### src/bdc_pkg.sv
/*
 * Constants for the background debug command executor: command codes,
 * system register select codes, responses, sizes and machine states.
 * Assumes the serial shifter outside takes 16-bit words from the host and returns 17-bit words.
 */
`default_nettype none

package bdc_pkg;
    // System register select codes
    localparam logic [3:0] SEL_RPC  = 4'h0;
    localparam logic [3:0] SEL_PCC  = 4'h1;
    localparam logic [3:0] SEL_TEMP = 4'h8;
    localparam logic [3:0] SEL_FAR  = 4'h9;
    localparam logic [3:0] SEL_VBR  = 4'hA;
    localparam logic [3:0] SEL_SR   = 4'hB;
    localparam logic [3:0] SEL_USP  = 4'hC;
    localparam logic [3:0] SEL_SSP  = 4'hD;
    localparam logic [3:0] SEL_SFC  = 4'hE;
    localparam logic [3:0] SEL_DFC  = 4'hF;
    // Command codes
    localparam logic [11:0] OPC_SYSREG_WRITE_CMD = 12'h248;
    localparam logic [7:0]  OPC_READ  = 8'h19;
    localparam logic [7:0]  OPC_WRITE = 8'h18;
    localparam logic [7:0]  OPC_DUMP  = 8'h1D;
    localparam logic [7:0]  OPC_FILL  = 8'h1C;
    localparam logic [15:0] OPC_CALL  = 16'h0800;
    localparam logic [15:0] OPC_GO    = 16'h0C00;
    localparam logic [15:0] OPC_NOP   = 16'h0000;
    // Responses
    localparam logic [16:0] RSP_DONE  = 17'h0FFFF;
    localparam logic [16:0] RSP_NRDY  = 17'h10000;
    localparam logic [16:0] RSP_ERR   = 17'h10001;
    localparam logic [16:0] RSP_ILL   = 17'h1FFFF;
    // Operand sizes
    localparam logic [1:0] SZ_BYTE = 2'h0;
    localparam logic [1:0] SZ_WORD = 2'h1;
    localparam logic [1:0] SZ_LONG = 2'h2;
    // Supervisor bit of the status word, push spaces
    localparam int         SR_SUPER_BIT = 13;
    localparam logic [2:0] FC_SUP_DATA  = 3'h5;
    localparam logic [2:0] FC_USR_DATA  = 3'h1;
    localparam logic [31:0] PUSH_STEP   = 32'h4;
    // Command classes
    typedef enum logic [3:0] {
        CLS_ILL, CLS_NOP, CLS_SYSREG_WRITE_CMD, CLS_READ, CLS_WRITE,
        CLS_DUMP, CLS_FILL, CLS_GO, CLS_CALL
    } bdc_cls_e;
    typedef enum logic [5:0] {
        ST_RUN  = 6'h01,
        ST_IDLE = 6'h02,
        ST_OPND = 6'h04,
        ST_MEM  = 6'h08,
        ST_RES  = 6'h10,
        ST_PF   = 6'h20
    } bdc_state_e;
endpackage

`default_nettype wire

### src/bdc_executor.sv
/*
 * Background debug command executor: decodes words from the serial
 * shifter, runs system register, memory, block and resume commands.
 * Assumes rx_valid pulses once per completed transfer and that
 * tx_word is sampled by the shifter at the start of each transfer.
 */
`timescale 1ns/1ps
`default_nettype none

// Notes on behaviour
// - Codes 0,1,B,C,D pick RETURN_PROG_COUNTER-class registers
// - Codes E,F,8,9,A pick remaining registers
// - Narrow register writes keep low word
// - Register write answers command complete
// - Fault address register ignores writes
// - Read uses source space, three sizes
// - Byte zero-extended, word 16, long 32
// - Read ok clears bit 16; error 10001
// - Write uses destination space, three sizes
// - Write ok 0FFFF; error 10001
// - Read and dump advance saved pointer
// - Dump answers like read
// - Write and fill advance saved pointer
// - Fill takes one data operand
// - Resume restarts at return counter
// - First prefetch fault raises exception
// - Call pushes return, jumps to operand
// - Push fault answers error, stays halted
// - Long results go high word first
// - Transfers during access get not-ready
// - Unknown opcodes answer illegal
module bdc_executor
    import bdc_pkg::*;
(
    input  wire logic        sys_clk,
    input  wire logic        arst_n,
    input  wire logic        rx_valid,
    input  wire logic [15:0] rx_word,
    output logic      [16:0] tx_word,
    input  wire logic        enter_debug,
    output logic             debug_mode,
    output logic             mem_req,
    output logic             mem_we,
    output logic      [31:0] mem_addr,
    output logic      [2:0]  mem_fc,
    output logic      [1:0]  mem_size,
    output logic      [31:0] mem_wdata,
    input  wire logic        mem_ack,
    input  wire logic        mem_err,
    input  wire logic [31:0] mem_rdata,
    output logic             pc_load,
    output logic      [31:0] new_pc,
    input  wire logic        pf_done,
    input  wire logic        pf_err,
    input  wire logic        pf_addr_err,
    output logic             exc_req,
    output logic      [31:0] status_word
);
    import bdc_pkg::*;

    ////////////////////////////////////////////////////////////////////
    // opcode decode
    function automatic bdc_cls_e cls_of(input logic [15:0] c);
        if (c[15:4] == OPC_SYSREG_WRITE_CMD) return CLS_SYSREG_WRITE_CMD;
        if (c[5:0] == 6'h00 && c[15:8] == OPC_READ) return CLS_READ;
        if (c[5:0] == 6'h00 && c[15:8] == OPC_WRITE) return CLS_WRITE;
        if (c[5:0] == 6'h00 && c[15:8] == OPC_DUMP) return CLS_DUMP;
        if (c[5:0] == 6'h00 && c[15:8] == OPC_FILL) return CLS_FILL;
        if (c == OPC_CALL) return CLS_CALL;
        if (c == OPC_GO) return CLS_GO;
        if (c == OPC_NOP) return CLS_NOP;
        return CLS_ILL;
    endfunction

    function automatic logic [31:0] inc_of(input logic [1:0] sz);
        return (sz == SZ_BYTE) ? 32'h1 : (sz == SZ_WORD) ? 32'h2 : 32'h4;
    endfunction

    // Operand words: one longword, address then data, data only
    function automatic logic [2:0] words_of(input bdc_cls_e k, input logic [1:0] sz);
        logic [2:0] dw;
        dw = (sz == SZ_BYTE || sz == SZ_WORD) ? 3'h1 : 3'h2;
        unique case (k)
            CLS_SYSREG_WRITE_CMD, CLS_READ, CLS_CALL: return 3'h2;
            CLS_WRITE: return 3'h2 + dw;
            CLS_FILL:  return dw;
            default:   return 3'h0;
        endcase
    endfunction

    ////////////////////////////////////////////////////////////////////
    bdc_state_e  state_reg, state_next;
    logic [15:0] cmd_reg, cmd_next;
    logic [2:0]  idx_reg, idx_next;
    logic [31:0] addr_reg, addr_next;
    logic [31:0] data_reg, data_next;
    logic [31:0] ptr_reg, ptr_next;
    logic [15:0] lo_reg, lo_next;
    logic [16:0] tx_reg, tx_next;
    logic        dbg_reg, dbg_next;
    logic        req_reg, req_next;
    logic        we_reg, we_next;
    logic [31:0] maddr_reg, maddr_next;
    logic [2:0]  fc_reg, fc_next;
    logic [1:0]  sz_reg, sz_next;
    logic [31:0] wd_reg, wd_next;
    logic        pcl_reg, pcl_next;
    logic [31:0] npc_reg, npc_next;
    logic        exc_reg, exc_next;
    logic [31:0] sreg_reg [16];
    logic [31:0] sreg_next [16];

    logic [15:0] cmd_v;
    bdc_cls_e    cls_v;
    logic        exec_now;
    logic [31:0] addr_v, data_v, inc_v;
    logic [3:0]  sp_sel;

    always_comb begin
        state_next = state_reg;
        cmd_next   = cmd_reg;
        idx_next   = idx_reg;
        addr_next  = addr_reg;
        data_next  = data_reg;
        ptr_next   = ptr_reg;
        lo_next    = lo_reg;
        tx_next    = tx_reg;
        dbg_next   = dbg_reg;
        req_next   = req_reg;
        we_next    = we_reg;
        maddr_next = maddr_reg;
        fc_next    = fc_reg;
        sz_next    = sz_reg;
        wd_next    = wd_reg;
        pcl_next   = 1'b0;
        npc_next   = npc_reg;
        exc_next   = 1'b0;
        sreg_next  = sreg_reg;
        exec_now   = 1'b0;
        cmd_v      = (state_reg == ST_IDLE) ? rx_word : cmd_reg;
        cls_v      = cls_of(cmd_v);
        inc_v      = inc_of(cmd_v[7:6]);
        addr_v     = addr_reg;
        data_v     = data_reg;
        sp_sel     = sreg_reg[SEL_SR][SR_SUPER_BIT] ? SEL_SSP : SEL_USP;

        unique case (state_reg)
            ST_RUN: begin
                if (enter_debug) begin
                    dbg_next   = 1'b1;
                    tx_next    = RSP_DONE;
                    state_next = ST_IDLE;
                end
            end
            ST_PF: begin
                // fault on first prefetch becomes a normal exception
                if (pf_done) begin
                    state_next = ST_RUN;
                    exc_next   = pf_err;
                    if (pf_err && pf_addr_err)
                        sreg_next[SEL_FAR] = sreg_reg[SEL_RPC];
                end
            end
            ST_IDLE: begin
                if (rx_valid) begin
                    cmd_next = rx_word;
                    idx_next = 3'h0;
                    // unknown opcode acts as null, answers illegal
                    if (cls_v == CLS_ILL)
                        tx_next = RSP_ILL;
                    else if (words_of(cls_v, rx_word[7:6]) == 3'h0)
                        exec_now = 1'b1;
                    else begin
                        tx_next    = RSP_NRDY;
                        state_next = ST_OPND;
                    end
                end
            end
            ST_OPND: begin
                if (rx_valid) begin
                    // address words come first, data words after
                    if ((cls_v == CLS_READ || cls_v == CLS_WRITE) && idx_reg < 3'h2)
                        addr_v = {addr_reg[15:0], rx_word};
                    else
                        data_v = {data_reg[15:0], rx_word};
                    addr_next = addr_v;
                    data_next = data_v;
                    idx_next  = idx_reg + 3'h1;
                    if (idx_reg + 3'h1 == words_of(cls_v, cmd_reg[7:6]))
                        exec_now = 1'b1;
                end
            end
            ST_MEM: begin
                // tx stays not-ready while the access runs
                if (mem_ack) begin
                    req_next   = 1'b0;
                    state_next = ST_IDLE;
                    unique case (cls_v)
                        CLS_READ, CLS_DUMP: begin
                            // pointer advances by size, fault or not
                            ptr_next = maddr_reg + inc_v;
                            if (mem_err)
                                tx_next = RSP_ERR;
                            else begin
                                unique case (sz_reg)
                                    SZ_BYTE: tx_next = {9'h000, mem_rdata[7:0]};
                                    SZ_WORD: tx_next = {1'b0, mem_rdata[15:0]};
                                    default: begin
                                        tx_next    = {1'b0, mem_rdata[31:16]};
                                        lo_next    = mem_rdata[15:0];
                                        state_next = ST_RES;
                                    end
                                endcase
                            end
                        end
                        CLS_WRITE, CLS_FILL: begin
                            tx_next  = mem_err ? RSP_ERR : RSP_DONE;
                            ptr_next = maddr_reg + inc_v;
                        end
                        default: begin
                            if (mem_err)
                                tx_next = RSP_ERR;
                            else begin
                                // load operand as pc and leave
                                sreg_next[sp_sel]  = maddr_reg;
                                sreg_next[SEL_RPC] = data_reg;
                                npc_next   = data_reg;
                                pcl_next   = 1'b1;
                                dbg_next   = 1'b0;
                                state_next = ST_PF;
                            end
                        end
                    endcase
                end
            end
            ST_RES: begin
                if (rx_valid) begin
                    tx_next    = {1'b0, lo_reg};
                    state_next = ST_IDLE;
                end
            end
            default: state_next = ST_RUN;
        endcase

        if (exec_now) begin
            tx_next    = RSP_NRDY;
            state_next = ST_IDLE;
            sz_next    = cmd_v[7:6];
            unique case (cls_v)
                CLS_SYSREG_WRITE_CMD: begin
                    // fault address writes dropped; narrow low word
                    if (cmd_v[3:0] == SEL_SR || cmd_v[3:0] == SEL_SFC
                        || cmd_v[3:0] == SEL_DFC)
                        sreg_next[cmd_v[3:0]] = {16'h0000, data_v[15:0]};
                    else if (cmd_v[3:0] != SEL_FAR)
                        sreg_next[cmd_v[3:0]] = data_v;
                    tx_next = RSP_DONE;
                end
                CLS_READ, CLS_DUMP, CLS_WRITE, CLS_FILL: begin
                    // absolute address, space from function codes
                    req_next   = 1'b1;
                    state_next = ST_MEM;
                    we_next    = (cls_v == CLS_WRITE || cls_v == CLS_FILL);
                    // blocks reuse the saved pointer unchecked
                    maddr_next = (cls_v == CLS_READ || cls_v == CLS_WRITE)
                                 ? addr_v : ptr_reg;
                    fc_next    = we_next ? sreg_reg[SEL_DFC][2:0]
                                         : sreg_reg[SEL_SFC][2:0];
                    wd_next    = data_v;
                end
                CLS_CALL: begin
                    // push return counter below current stack
                    req_next   = 1'b1;
                    we_next    = 1'b1;
                    state_next = ST_MEM;
                    sz_next    = SZ_LONG;
                    maddr_next = sreg_reg[sp_sel] - PUSH_STEP;
                    fc_next    = sreg_reg[SEL_SR][SR_SUPER_BIT] ? FC_SUP_DATA
                                                                : FC_USR_DATA;
                    wd_next    = sreg_reg[SEL_RPC];
                end
                CLS_GO: begin
                    // restart at return counter, updated status word
                    npc_next   = sreg_reg[SEL_RPC];
                    pcl_next   = 1'b1;
                    dbg_next   = 1'b0;
                    state_next = ST_PF;
                    tx_next    = tx_reg;
                end
                default: tx_next = RSP_DONE;
            endcase
        end
    end

    always_ff @(posedge sys_clk or negedge arst_n) begin
        if (!arst_n) begin
            state_reg <= ST_RUN;
            cmd_reg   <= 16'h0000;
            idx_reg   <= 3'h0;
            addr_reg  <= 32'h0000_0000;
            data_reg  <= 32'h0000_0000;
            ptr_reg   <= 32'h0000_0000;
            lo_reg    <= 16'h0000;
            tx_reg    <= RSP_NRDY;
            dbg_reg   <= 1'b0;
            req_reg   <= 1'b0;
            we_reg    <= 1'b0;
            maddr_reg <= 32'h0000_0000;
            fc_reg    <= 3'h0;
            sz_reg    <= 2'h0;
            wd_reg    <= 32'h0000_0000;
            pcl_reg   <= 1'b0;
            npc_reg   <= 32'h0000_0000;
            exc_reg   <= 1'b0;
            for (int i = 0; i < 16; i++)
                sreg_reg[i] <= 32'h0000_0000;
        end else begin
            state_reg <= state_next;
            cmd_reg   <= cmd_next;
            idx_reg   <= idx_next;
            addr_reg  <= addr_next;
            data_reg  <= data_next;
            ptr_reg   <= ptr_next;
            lo_reg    <= lo_next;
            tx_reg    <= tx_next;
            dbg_reg   <= dbg_next;
            req_reg   <= req_next;
            we_reg    <= we_next;
            maddr_reg <= maddr_next;
            fc_reg    <= fc_next;
            sz_reg    <= sz_next;
            wd_reg    <= wd_next;
            pcl_reg   <= pcl_next;
            npc_reg   <= npc_next;
            exc_reg   <= exc_next;
            sreg_reg  <= sreg_next;
        end
    end

    assign tx_word     = tx_reg;
    assign debug_mode  = dbg_reg;
    assign mem_req     = req_reg;
    assign mem_we      = we_reg;
    assign mem_addr    = maddr_reg;
    assign mem_fc      = fc_reg;
    assign mem_size    = sz_reg;
    assign mem_wdata   = wd_reg;
    assign pc_load     = pcl_reg;
    assign new_pc      = npc_reg;
    assign exc_req     = exc_reg;
    assign status_word = sreg_reg[SEL_SR];

    logic mem_done;
    assign mem_done = state_reg == ST_MEM && mem_ack;
endmodule

`default_nettype wire

### config.mk
export PLATFORM = sky130hd
export DESIGN_NAME = bdc_executor
export DESIGN_NICKNAME = d
export VERILOG_FILES = /design/src/bdc_pkg.sv /design/src/bdc_executor.sv
export SDC_FILE = /design/constraint.sdc
export NUM_CORES = 1
export LEC_CHECK = 0
export ABC_CLOCK_PERIOD_IN_PS = 4250
export BUFFER_PORTS_ARGS = -buffer_cell sky130_fd_sc_hd__buf_2
export CAP_MARGIN = 20
export CORE_MARGIN = 5
export CORE_UTILIZATION = 42
export DETAILED_ROUTE_END_ITERATION = 10
export PLACE_DENSITY = 0.62
export SLEW_MARGIN = 5
export SYNTH_ARGS = -nofsm -noshare
export SYNTH_HDL_FRONTEND = slang
export SYNTH_SLANG_ARGS = --single-unit
### constraint.sdc
create_clock -name sys_clk -period 4.25 [get_ports sys_clk]
set_input_delay 0.2125 -clock sys_clk [delete_from_list [all_inputs] [get_ports sys_clk]]
set_output_delay 0.2125 -clock sys_clk [all_outputs]
set_load 0.1 [all_outputs]
# Yosys cells after proc, flatten, opt, wreduce, memory -nomap -nowiden
# Index checks and enable logic that the tools add are counted.
# W data, S select, Z words.
# word_totals
inputBits	57
regBits	772
# classes
muxes	168
bitwise_logic	4
magnitude_cmp	5
addsub	5
n_reduce_logical	38
eq_ne	42
# op_table
op	n
$mux W512	7
$bwmux W512	3
$mux W32	19
$mux W288	1
$demux W32 S4	2
$mux W192	1
$pmux W32 S2	3
$mux W17	10
$bmux W32 S4	1
$mux W4	21
$pmux W17 S2	2
$pmux W17 S4	1
$mux W1	60
$mux W6	9
$pmux W6 S6	1
$mux W3	11
$add A32 B3 Y32	1
$eq A16 B12 Y1 const B	2
$eq A8 B5 Y1 const B	4
$pmux W16 S2	1
$sub A32 B3 Y32 const B	1
$pmux W6 S2	2
$ne A3 B3 Y1 const B	7
$pmux W3 S3	2
44 further kinds	90

# Logic depth before layout (Yosys ltp)
# logic_depth
depth_word	54
ltp_mapped	18
mapped_depth_nobuf	16

# Worst setup path after synthesis
# Ideal clock, no wire load.
# synth_path
kind	register to register
startpoint	register sreg_reg, in the netlist status_word[13]
endpoint	register maddr_reg[30] (netlist: mem_addr[30])
t_arrival_ns	4.188
setup_time_ns	0.078
synth_period_minus_slack_ns	4.266
path_slack_ns	-0.016
required_time_ns	4.172
path_stages_with_launch	16
n_path_buf	5
cell_sequence	dfrtp_1 clkbuf_1 clkbuf_1 buf_1 clkbuf_1 buf_1 mux2i_1 ha_1 o221ai_1 nor4_1 o21ai_1 nor4bb_1 xnor2_1 nand2_1 o31a_1 a21oi_1
# synth_between
elab_chain_cells	7
# synth_rtl
item	line_no	rtl
from (decl)	bdc_executor.sv:110	logic [31:0] sreg_reg [16];
from (signal assigned)	bdc_executor.sv:336	sreg_reg <= sreg_next;
$mux W1	bdc_executor.sv:145	sp_sel = sreg_reg[SEL_SR][SR_SUPER_BIT] ? SEL_SSP : SEL_USP;
$not A4 Y5 (not written as such)	bdc_executor.sv:277	maddr_next = sreg_reg[sp_sel] - PUSH_STEP;
$bmux W32 S4 *	bdc_executor.sv:277	
$mux W32 (not written as such) * (2 in a row)	bdc_executor.sv:277	
$sub A32 B3 Y32 *	bdc_executor.sv:277	
$pmux W32 S2 *	bdc_executor.sv:249	unique case (cls_v)
to (signal assigned)	bdc_executor.sv:329	maddr_reg <= maddr_next;
to (decl)	bdc_executor.sv:103	logic [31:0] maddr_reg, maddr_next;
# Mark *: on every way between the ends. The rest lies on a longest branch, timed or not. The select of a mux whose other input is x is not followed.
# A chain may end at the register's enable or synchronous reset.

# Worst setup path in the final report
# layout_path
startpoint	register state_reg[4]
endpoint	register sreg_reg[33] (netlist name)
# layout_between
elab_chain_cells	36
# layout_rtl
item	line_no	rtl
from (decl)	bdc_executor.sv:92	bdc_state_e state_reg, state_next;
from (signal assigned)	bdc_executor.sv:318	state_reg <= state_next;
$eq A6 B2 Y1	bdc_executor.sv:140, bdc_executor.sv:147	
$mux W16	bdc_executor.sv:140	cmd_v = (state_reg == ST_IDLE) ? rx_word : cmd_reg;
$eq A8 B5 Y1 / $logic_not A6 Y1 (equally long branches)	bdc_executor.sv:65, bdc_executor.sv:66, bdc_executor.sv:67	
$logic_and A1 B1 Y1	bdc_executor.sv:65	if (c[5:0] == 6'h00 && c[15:8] == OPC_READ) return CLS_READ;
$mux W4	bdc_executor.sv:65	
$mux W4 (2 in a row)	bdc_executor.sv:66	if (c[5:0] == 6'h00 && c[15:8] == OPC_WRITE) return CLS_WRITE;
$mux W4	bdc_executor.sv:65	
$mux W4 (2 in a row)	bdc_executor.sv:67	if (c[5:0] == 6'h00 && c[15:8] == OPC_DUMP) return CLS_DUMP;
[... 18 more ...]	-	
$mux W3	bdc_executor.sv:165	if (rx_valid) begin
$mux W3	bdc_executor.sv:147	unique case (state_reg)
$logic_not A3 Y1	bdc_executor.sv:171	else if (words_of(cls_v, rx_word[7:6]) == 3'h0)
$mux W1	bdc_executor.sv:171	
$mux W1	bdc_executor.sv:169	if (cls_v == CLS_ILL)
$mux W1	bdc_executor.sv:165	
$pmux W1 S2	bdc_executor.sv:147	
$mux W512 *	bdc_executor.sv:245	if (exec_now) begin
# Marked as above.

==> reports/results.ini <==
[status]
status = finished clean

[hold_path]
hp-start = rx_word[1]
hold_class = input pin to flop
hold_path_depth = 2

[clocking]
clk_path_buf_depth = 3
post_cts_resized = 0
root_buffer = clkbuf_16
clock_latency_ns = 0.58
cts_tree = done
path_clk_slew_ns = 0.06
htreeDepth = 2
numCtsBuffers = 43
cts_sinks = 394

[critical_path]
worstReg2RegEnd = sreg_reg[33]$_DFFE_PN0P_
cp_top_family = simple AND/OR/NAND/NOR gates
crit_path_start = state_reg[4]$_DFFE_PN0P_
cp_num_cells = 10
crit_type = flop to flop
crit_chain = nor4_4, nand2_4, mux2i_1, or3_1, o311ai_1, mux2_2, or2_1, buf_4, nor4_2, mux2_2
crit_end = sreg_reg[33]$_DFFE_PN0P_
critPathCaptureType = flop
worstPathMaxFanout = 15
startpoint_type = flop
crit_buf_inv = 1
critPathMostFrequentCell = mux2_2
cp_data_arrival_time_ns = 4.39
slowest_stage = nor4_4
worst_ep_required_time_ns = 4.70
ff2ff_path_depth = 10
cp_slowest_stage_delay_ns = 0.50
ff2ff_setup_slack_ns = 0.31
worstReg2RegStart = state_reg[4]$_DFFE_PN0P_

[power_and_ir_drop]
p_leak_nw = 11.8
ir_drop_mv = 0.322
pwr_density_cell_mw_per_mm2 = 488

[yosys]
yosysSeqAreaShare_pct = 49.1
netlist-cell-type-count = 78
ys_warn_count = 0
synth_nets = 1939
synth_edf_count = 0
synth_area_per_cell_um2 = 10.7
synth_ff_type = dfrtp_1
synth-seq-cells = 394
syn_inst = 1876
syn-cell-area_mm2 = 0.0201
synth-async-reset-ratio_pct = 100

[global_routing]
grt_pass1_wl_mm = 96.4
antenna_found_initial = 0
track_usage_pct = 23.3
grt_pass1_vias = 15610
grt_remaining_overflow = 0
grt_max_degree = 93

[layout]
drive_gt1_share_pct = 24.1
area_growth_pct = 18.3
layout.nets = 2154
largest_reg_flops = 102
num-fill-cells = 4272

[timing]
max_freq_ghz = 0.254
final.period_utilization_pct = 92.7
hold_viol = 0
worstMarginPinSlew_ns = 1.14
slew_violations = 0
finClkSkew_ns = 0.0218
setup_viol = 0
hold_slack_ns = 0.0937
period_needed_ns = 3.94
setup_tns_ns = 0
relSlewSlack_pct = 23.4
rsz0062_at_grt = no

[floorplanning]
die-width_um = 229
die_area_mm2 = 0.0523
core-area_mm2 = 0.0475
start_util_pct = 42.2
die_h_um = 229
io_pins = 212
rows = 80

[detailed_routing]
drtIter0Drc = 1183
wl_mm = 62.0
dr.pass1.iters = 5
vias_per_cell = 5.59
drc = 0
vias = 15319
wl_per_cell_um = 22.6
drtAntennaViolNets = 0

[job]
cap_violations = 0

[placement]
port_buffers = 210
gp_congestion = 0.916
post-dp-hpwl_mm = 43.2

[worst min path at each step]
stage and end:
2_1_floorplan addr_reg[0]$_DFF_PN0_, 5_1_grt cmd_reg[4]$_DFFE_PN0P_, 3_3_place_gp tx_word[13]$_DFFE_PN0P_, 4_1_cts cmd_reg[4]$_DFFE_PN0P_, 6_report cmd_reg[1]$_DFFE_PN0P_, 3_5_place_dp lo_reg[15]$_DFFE_PN0P_
[cell usage after synthesis, types with 4 or more instances]
cell	count	share of area, %
ha_1	5	0.31
a21oi_1	63	1.6
or3_1	11	0.34
xnor2_1	19	0.83
buf_2	16	0.40
nand3_1	26	0.65
inv_1	60	1.1
nand4_1	12	0.37
buf_1	8	0.15
nand2_1	94	1.8
and3_1	16	0.50
mux2i_1	259	13
nor3b_1	7	0.26
a211oi_1	19	0.71
a21o_1	40	1.5
nor2_1	159	3.0
nor3_1	45	1.1
o22a_1	6	0.26
a22oi_1	41	1.5
nand2b_1	22	0.69
o2111ai_1	4	0.17
nand3b_1	5	0.19
buf_4	35	1.3
clkbuf_1	88	1.6
mux2_2	120	6.7
dfrtp_1	392	49
a221oi_1	15	0.65
xor2_1	40	1.7
o21ai_0	103	2.6
a31oi_1	7	0.22
mux2_1	10	0.56
o211ai_1	22	0.82
nor2b_1	27	0.84
and2_1	4	0.12
nor4_1	11	0.34
[cell usage in the layout, fill, tap and decap left out, types with 60 or more instances in the layout]
cell type | synthesis | layout
a21oi_1 | 63 | 62
buf_2 | 16 | 209
buf_4 | 35 | 68
dfrtp_1 | 392 | 391
inv_1 | 60 | 60
mux2_2 | 120 | 120
mux2i_1 | 259 | 259
nand2_1 | 94 | 91
nor2_1 | 159 | 158
o21ai_0 | 103 | 103
[timing repair]
action                     in CTS  in global routing
buffers inserted                0                  1
hold endpoints to repair      108                  0
setup endpoints to repair       0                  1
hold buffers                   23                  0
[routing by layer]
layer  global-route usage (%)  vias up  wire [um]  part of all wire [%]
met1                     34.5     7637      29400                    47
met3                     4.82      102       3700                   6.0
met5                        0        -          0                     0
met4                     7.92        0       2050                   3.3
li1                         -     7108          -                     -
met2                     34.3      472      26800                    43
[layout make-up]
class	instances	area, um^2	share of cell area, %
diodes	1	2.50	0.0105
clock buffers	60	1210	5.10
clock inverters	17	194	0.816
inverters	60	225	0.948
multi-input cells	1273	9330	39.3
flip-flops and latches	394	9860	41.5
well taps	615	769	3.24
repair buffers	319	2160	9.10
[logic make-up (layout without fill, tap and decap cells)]
logic type | count (synthesis) | count (layout) | synth area share, %
AND/OR/NAND/NOR | 466 | 466 | 11.4
flip-flops | 394 | 394 | 49.1
multiplexers | 389 | 389 | 20.2
AO/OA/AOI/OAI | 353 | 353 | 11.5
buffers and inverters | 209 | 456 | 4.73
XOR/XNOR | 59 | 59 | 2.57
adder cells (fa/ha/maj) | 6 | 6 | 0.411
other | 0 | 1 | 0
[stage by stage]
step           worst slack [ns]  util, %  std cells  area (um^2)  total power [mW]
6_report                  0.310     50.0       2739        23800              11.6
5_1_grt                  0.0815     50.0       2738        23800              12.1
4_1_cts                   0.219     50.0       2737        23800              11.6
3_5_place_dp              0.144     46.5       2637        22100              7.82
3_3_place_gp              0.194     46.5       2637        22100              7.76
2_1_floorplan             0.108        -       1876        20100              6.69
[power breakdown]
part / internal [mW] / switching [mW]
combinational: 1.02 / 2.24
clock: 2.18 / 1.59
sequential: 4.12 / 0.445
total: 7.32 / 4.28
Power figures use the tool's default switching activity.
